$ cat src/pkg/eoc_consts.svh
// Constants for the external oscillator control block
`ifndef EOC_CONSTS_SVH
`define EOC_CONSTS_SVH
`define EOC_SFR_ADDR        8'h9F
`define EOC_SFR_PAGE        8'h0F
`define EOC_CTRL_RESET      8'h00
`define EOC_VALID_BIT       7
`define EOC_MODE_MSB        6
`define EOC_MODE_LSB        4
`define EOC_UNUSED_BIT      3
`define EOC_FREQ_MSB        2
`define EOC_FREQ_LSB        0
`define EOC_MUL_INT_X2      2'h0
`define EOC_MUL_EXT_X2      2'h1
`define EOC_MUL_INT_X4      2'h2
`define EOC_MUL_EXT_X4      2'h3
`define EOC_MAX_SYSCLK_MHZ  50
`endif

$ cat src/pkg/eoc_pkg.sv
// Types for the external oscillator control block
package eoc_pkg;
  typedef enum logic [2:0] {
    EOC_MODE_OFF     = 3'h0,
    EOC_MODE_CMOS    = 3'h2,
    EOC_MODE_CMOS_D2 = 3'h3,
    EOC_MODE_RC      = 3'h4,
    EOC_MODE_CAP     = 3'h5,
    EOC_MODE_XTAL    = 3'h6,
    EOC_MODE_XTAL_D2 = 3'h7
  } eoc_mode_t;

  typedef struct packed {
    logic       osc_enable;
    logic       crystal_en;
    logic       div2_en;
    logic [2:0] freq_code;
  } eoc_analog_ctl_t;

  typedef struct packed {
    logic       ext_source;
    logic [2:0] mult_factor;
    logic       use_divide;
  } eoc_mult_ctl_t;

  typedef struct packed {
    logic crystal_pin_a_claim;
    logic crystal_pin_b_claim;
    logic pin_a_analog;
    logic pin_b_analog;
  } eoc_pin_claim_t;
endpackage

$ cat src/verilog/eoc_ctrl.sv
// External oscillator control register, mode decode, multiplier source decode
// Behaviour
// - Select 11 feeds external oscillator times four
// - Select 01 external x2; 10 internal x4
// - Times-two sources ignore the divide field
// - Bit 7 read-only crystal valid flag
// - Bits 6:4 select oscillator mode
// - Bits 2:0 hold frequency control code
// - Register at 0x9F page 0x0F, resets zero
// - Crystal modes claim P0.2 and P0.3
// - Capacitor, RC, CMOS claim only P0.3
`timescale 1ns/1ps
`include "eoc_consts.svh"

module eoc_ctrl (
  input  wire logic                    clk_sys,
  input  wire logic                    reset_n,
  input  wire logic [7:0]              sfr_addr,
  input  wire logic [7:0]              sfr_page,
  input  wire logic                    sfr_wr,
  input  wire logic                    sfr_rd,
  input  wire logic [7:0]              sfr_wdata,
  output logic      [7:0]              sfr_rdata,
  output logic                         sfr_hit,
  input  wire logic                    crystal_stable,
  input  wire logic [1:0]              multiplier_source_select,
  output eoc_pkg::eoc_analog_ctl_t     analog_ctl,
  output eoc_pkg::eoc_mult_ctl_t       mult_ctl,
  output eoc_pkg::eoc_pin_claim_t      pin_claim
);
  import eoc_pkg::*;

  localparam logic [7:0] CTRL_RESET = `EOC_CTRL_RESET;

  logic [2:0] mode_q;
  logic [2:0] freq_q;
  logic       valid_q;
  logic       sel_w;
  logic       wr_hit;
  logic       rd_hit;
  logic [2:0] wr_mode;
  logic [2:0] wr_freq;
  logic       is_xtal;
  logic       osc_on;
  logic       div2_sel;
  logic       one_pin;
  logic       b_analog;
  logic       valid_rd;

  assign sel_w   = (sfr_addr == `EOC_SFR_ADDR) && (sfr_page == `EOC_SFR_PAGE);
  assign wr_hit  = sel_w && sfr_wr;
  assign rd_hit  = sel_w && sfr_rd;
  assign sfr_hit = wr_hit || rd_hit;

  assign wr_mode = sfr_wdata[`EOC_MODE_MSB:`EOC_MODE_LSB];
  assign wr_freq = sfr_wdata[`EOC_FREQ_MSB:`EOC_FREQ_LSB];

  // mode field, frequency code, reset zero
  always_ff @(posedge clk_sys) begin
    if (!reset_n) begin
      mode_q <= CTRL_RESET[`EOC_MODE_MSB:`EOC_MODE_LSB];
      freq_q <= CTRL_RESET[`EOC_FREQ_MSB:`EOC_FREQ_LSB];
    end else if (wr_hit) begin
      mode_q <= wr_mode;
      freq_q <= wr_freq;
    end
  end

  // valid only tracks stability in crystal modes
  always_ff @(posedge clk_sys) begin
    if (!reset_n) begin
      valid_q <= 1'b0;
    end else begin
      valid_q <= is_xtal && crystal_stable;
    end
  end

  // flag reads zero outside crystal modes
  assign valid_rd = valid_q && is_xtal;

  always_comb begin
    osc_on   = 1'b0;
    is_xtal  = 1'b0;
    div2_sel = 1'b0;
    one_pin  = 1'b0;
    b_analog = 1'b0;
    unique case (mode_q)
      EOC_MODE_OFF: begin
        osc_on   = 1'b0;
        is_xtal  = 1'b0;
        div2_sel = 1'b0;
        one_pin  = 1'b0;
        b_analog = 1'b0;
      end
      EOC_MODE_CMOS: begin
        osc_on   = 1'b1;
        is_xtal  = 1'b0;
        div2_sel = 1'b0;
        one_pin  = 1'b1;
        b_analog = 1'b0;
      end
      EOC_MODE_CMOS_D2: begin
        osc_on   = 1'b1;
        is_xtal  = 1'b0;
        div2_sel = 1'b1;
        one_pin  = 1'b1;
        b_analog = 1'b0;
      end
      EOC_MODE_RC: begin
        osc_on   = 1'b1;
        is_xtal  = 1'b0;
        div2_sel = 1'b0;
        one_pin  = 1'b1;
        b_analog = 1'b1;
      end
      EOC_MODE_CAP: begin
        osc_on   = 1'b1;
        is_xtal  = 1'b0;
        div2_sel = 1'b0;
        one_pin  = 1'b1;
        b_analog = 1'b1;
      end
      EOC_MODE_XTAL: begin
        osc_on   = 1'b1;
        is_xtal  = 1'b1;
        div2_sel = 1'b0;
        one_pin  = 1'b0;
        b_analog = 1'b1;
      end
      EOC_MODE_XTAL_D2: begin
        osc_on   = 1'b1;
        is_xtal  = 1'b1;
        div2_sel = 1'b1;
        one_pin  = 1'b0;
        b_analog = 1'b1;
      end
      default: begin
        osc_on   = 1'b0;
        is_xtal  = 1'b0;
        div2_sel = 1'b0;
        one_pin  = 1'b0;
        b_analog = 1'b0;
      end
    endcase
  end

  // read data with unused bit at zero
  always_comb begin
    sfr_rdata = 8'h00;
    if (rd_hit) begin
      sfr_rdata[`EOC_VALID_BIT]                = valid_rd;
      sfr_rdata[`EOC_MODE_MSB:`EOC_MODE_LSB]   = mode_q;
      sfr_rdata[`EOC_UNUSED_BIT]               = 1'b0;
      sfr_rdata[`EOC_FREQ_MSB:`EOC_FREQ_LSB]   = freq_q;
    end
  end

  // off mode keeps drive circuit disabled
  always_comb begin
    analog_ctl.osc_enable = osc_on;
    analog_ctl.crystal_en = is_xtal;
    analog_ctl.div2_en    = div2_sel;
    // frequency band code to the analog cell
    analog_ctl.freq_code  = freq_q;
  end

  // crystal claims both pins; one-pin modes claim P0.3
  always_comb begin
    pin_claim.crystal_pin_a_claim = is_xtal;
    pin_claim.crystal_pin_b_claim = is_xtal || one_pin;
    pin_claim.pin_a_analog        = is_xtal;
    pin_claim.pin_b_analog        = b_analog;
  end

  always_comb begin
    mult_ctl.ext_source  = 1'b0;
    mult_ctl.mult_factor = 3'h2;
    mult_ctl.use_divide  = 1'b0;
    unique case (multiplier_source_select)
      `EOC_MUL_INT_X2: begin
        mult_ctl.ext_source  = 1'b0;
        mult_ctl.mult_factor = 3'h2;
        mult_ctl.use_divide  = 1'b0;
      end
      `EOC_MUL_EXT_X2: begin
        mult_ctl.ext_source  = 1'b1;
        mult_ctl.mult_factor = 3'h2;
        mult_ctl.use_divide  = 1'b0;
      end
      `EOC_MUL_INT_X4: begin
        mult_ctl.ext_source  = 1'b0;
        mult_ctl.mult_factor = 3'h4;
        mult_ctl.use_divide  = 1'b1;
      end
      `EOC_MUL_EXT_X4: begin
        mult_ctl.ext_source  = 1'b1;
        mult_ctl.mult_factor = 3'h4;
        mult_ctl.use_divide  = 1'b1;
      end
    endcase
  end
endmodule

$ cat config.mk
export PLATFORM = sky130hd
export DESIGN_NAME = eoc_ctrl
export DESIGN_NICKNAME = d
export VERILOG_FILES = /design/src/pkg/eoc_pkg.sv /design/src/verilog/eoc_ctrl.sv
export VERILOG_INCLUDE_DIRS = /design/src /design/src/pkg
export SDC_FILE = /design/constraint.sdc
export NUM_CORES = 1
export LEC_CHECK = 0
export ABC_CLOCK_PERIOD_IN_PS = 2200
export BUFFER_PORTS_ARGS = -buffer_cell sky130_fd_sc_hd__buf_2
export CORE_AREA = 2 2 43 45
export DETAILED_ROUTE_END_ITERATION = 10
export DIE_AREA = 0 0 45 47
export GPL_TIMING_DRIVEN = 0
export PLACE_DENSITY = 0.73
export SLEW_MARGIN = 15
export SYNTH_ARGS = -nofsm -noshare
export SYNTH_HDL_FRONTEND = slang
export SYNTH_SLANG_ARGS = --single-unit
export TNS_END_PERCENT = 50
$ cat constraint.sdc
create_clock -name clk_sys -period 2.2 [get_ports clk_sys]
set_clock_uncertainty 0.2 [all_clocks]
set_input_delay 0.44 -clock clk_sys [delete_from_list [all_inputs] [get_ports clk_sys]]
set_output_delay 0.44 -clock clk_sys [all_outputs]
set_load 0.1 [all_outputs]
==> out/results.txt <==
result of the run - complete, but fails checks
violations in the final reports - negative setup slack
worst r2r src - mode_q[1]
Hold EP - valid_q
fraction of the mapped netlist area in compound gates - 0%
clock slew seen by the registers of the worst setup and hold paths - 0.05 ns
number of global-route vias before repair - 547
arithmetic-cell share of the synthesized area counting full adders, half adders and majority gates - 0%
Post-Syn Area - 504 um2
area growth from synthesis to final layout - 94.8%
Arr. time, crit path - 1.89 ns
count of flip-flops with a built-in enable after synthesis - 0
1st-pass router iterations - 2
count of cells along the worst register-to-register path - 2
critical setup path kind - input port to output pin
Die Area - 0.00212 mm2
most used flip-flop cell after synthesis - sky130_fd_sc_hd__dfxtp_1
Layout fillers - 149
proportion of layout cells with a drive suffix above 1 - 66.4%
cell with the most instances after synthesis - sky130_fd_sc_hd__nand2_1
highest clock frequency the design can meet - 395 MHz
PnR Total Power - 331 uW
startpoint kind of the worst setup timing path - input port
Core Footprint - 0.00165 mm2
biggest area consumer among synthesized cells - sky130_fd_sc_hd__dfxtp_1
worst-case setup slack after placement - -0.700 ns
CP Data Required Time - 1.56 ns
number of vias per cell after detailed routing - 4.50
pins over their slew limit - 0
Mean Syn Cell Area - 8.40 um2
Die H - 47 um
unrepaired setup endpoints after global routing - true
Root Buffer Master - sky130_fd_sc_hd__clkbuf_4
CTS tree - built
overall track demand over capacity in global routing - 14.0%
Sequential Area - 140 um2
antenna-violating nets left - 0
maximum vdd drop - 222 uV
area of the multi-input gates - 305 um2
most common library cells after synthesis - sky130_fd_sc_hd__nand2_1 (12), sky130_fd_sc_hd__buf_4 (9), sky130_fd_sc_hd__dfxtp_1 (7), sky130_fd_sc_hd__and3_2 (6), sky130_fd_sc_hd__mux2i_1 (6)
hold path startpoint - crystal_stable
maximum clock insertion buffer count - 2
Post-Route WL - 1500 um
largest family of logic cells by synthesized area - simple AND/OR/NAND/NOR gates
most common cell type on the critical path - sky130_fd_sc_hd__buf_6
DIE WIDTH - 45 um
number of flip-flops and latches in the synthesized netlist - 7
longest individual stage delay on the worst path - 0.53 ns
Clk Latency, worst-skew pair - 0.24 ns
sequential-to-total area share from yosys stat - 27.8%
number of DRC violations after detailed-routing iteration 0 - 1
Critical Path Fanout Max - 8
post-synthesis instance total - 60
final worst-path setup slack - -0.331 ns
RePlAce Congestion - 0.681
ant diodes - 0
crit share post-route - 115%
CP cell instances - buf_6 > or4b_4 > nor4_4 > buf_6 > and2_4 > and3_4 > buf_12
setup-violating endpoint count in the final report - 8
number of antenna violations at the first check in global routing - 0
xor/xnor share of the synthesized area - 0%
initial cell density of the core - 30.5%
fraction of post-synthesis cell area in the top cell type by area - 27.8%
max capacitance violation total - 0
grt ovf - 0
Period minus WS final - 2.53 ns
async set-reset flop share out of synthesis - 0%
maximum number of pins on one net before global-route repair - 11
final-report hold violation count - 0
simple-gate share of the synthesized area - 42.4%
total power divided by cell area - 337 mW/mm2
Remaining DRCs - 0
number of sinks handled by clock tree synthesis - 7
wire length of the first global-routing pass - 2140 um
vias post-DR - 598
Yosys warnings - 0
library cells used by synthesis - 16
WL/cell - 11.3 um
worst min-delay path category - input port to flip-flop
leakage power - 0.000567 uW
master of the slowest instance on the critical path - sky130_fd_sc_hd__or4b_4
total I/O pin count - 55
count of input and output buffers - 49
multiplexer fraction of the synthesized cell area - 11.9%
final net count - 148
R2R Path End - valid_q
register-to-register setup slack - 1.15 ns
endpoint kind of the worst setup timing path - output pin
number of CTS-inserted buffers - 3
Core Rows - 15
H-tree levels - 1
HPWL after detailed placement - 1140 um
synth top area cells - sky130_fd_sc_hd__dfxtp_1 (28%), sky130_fd_sc_hd__buf_4 (13%), sky130_fd_sc_hd__mux2i_1 (12%), sky130_fd_sc_hd__and3_2 (8.9%), sky130_fd_sc_hd__nand2_1 (8.9%)
cell count of the worst hold path - 2
sequential cells by signal, summed over array words and instances (netlist names):
register / cells
valid_q: 1
freq_q: 3
mode_q: 3
per-layer routing:
layer / GRT usage (%) / vias to the layer above / wire length [um]
met5: 0 / - / 0
met4: 5.29 / 0 / 0
met3: 3.85 / 0 / 219
met2: 29.7 / 41 / 795
met1: 12.2 / 258 / 483
li1: - / 299 / -
what timing repair did:
item,CTS,global route
pin swaps,4,2
hold buffers,0,0
buffers inserted,2,0
resized for setup,37,2
hold endpoints to repair,0,0
endpoints found under the setup margin,8,8
report_power, final:
part | internal, uW | switching [uW] | total (uW)
registers | 127 | 0.000720 | 127
clock network | 68.9 | 42.6 | 112
logic | 30.9 | 61.5 | 92.3
total | 227 | 104 | 331
worst max-delay path, delay by kind of cell:
family	cells	cell delay, ns
buffers and inverters	3	0.44
and+or+nand+nor	4	1.02
final cells by class:
cell class / instances / share of cell area (%)
multi-input combinational: 40 / 31.1
tap: 17 / 2.17
inverter: 1 / 0.382
buffer: 13 / 8.41
clock buffer: 4 / 2.68
sequential: 7 / 14.3
timing repair buffer: 51 / 41.0
cell families after synthesis:
group,Yosys count
simple gates,32
other cells,1
buf+inv,14
mux,6
flops,7
worst max-delay path by stage:
stage                   endpoint        start  depth (start not counted)
floorplan           sfr_rdata[0]  sfr_page[4]                          3
global placement         sfr_hit  sfr_page[4]                          6
detailed placement       sfr_hit  sfr_page[4]                          6
CTS                 sfr_rdata[7]  sfr_page[6]                          7
global route        sfr_rdata[7]  sfr_page[4]                          7
finish              sfr_rdata[7]  sfr_page[4]                          7
placed cells by master, fill, tap and decap left out, types with 3 or more instances in the layout:
cell type                   n
sky130_fd_sc_hd__buf_2     38
sky130_fd_sc_hd__nand2_1   12
sky130_fd_sc_hd__buf_4     10
sky130_fd_sc_hd__buf_12     8
sky130_fd_sc_hd__dfxtp_1    7
sky130_fd_sc_hd__mux2i_1    6
sky130_fd_sc_hd__clkbuf_1   5
sky130_fd_sc_hd__and3_2     5
sky130_fd_sc_hd__buf_6      4
sky130_fd_sc_hd__nand4b_1   3
sky130_fd_sc_hd__clkbuf_4   3
metrics by stage:
| stage | setup TNS (ns) | util (%) | cells | area, um2 | hold slack [ns] |
|---|---|---|---|---|---|
| after floorplan | -2.30 | - | 61 | 517 | 0.242 |
| after global placement | -4.63 | 47.4 | 127 | 783 | 0.260 |
| after detailed placement | -4.56 | 47.4 | 127 | 783 | 0.276 |
| after CTS | -3.08 | 58.7 | 133 | 970 | 0.226 |
| after global routing | -2.42 | 59.5 | 133 | 982 | 0.246 |
| final | -2.02 | 59.5 | 133 | 982 | 0.234 |
Note: power is estimated with default switching activity, not from simulation.
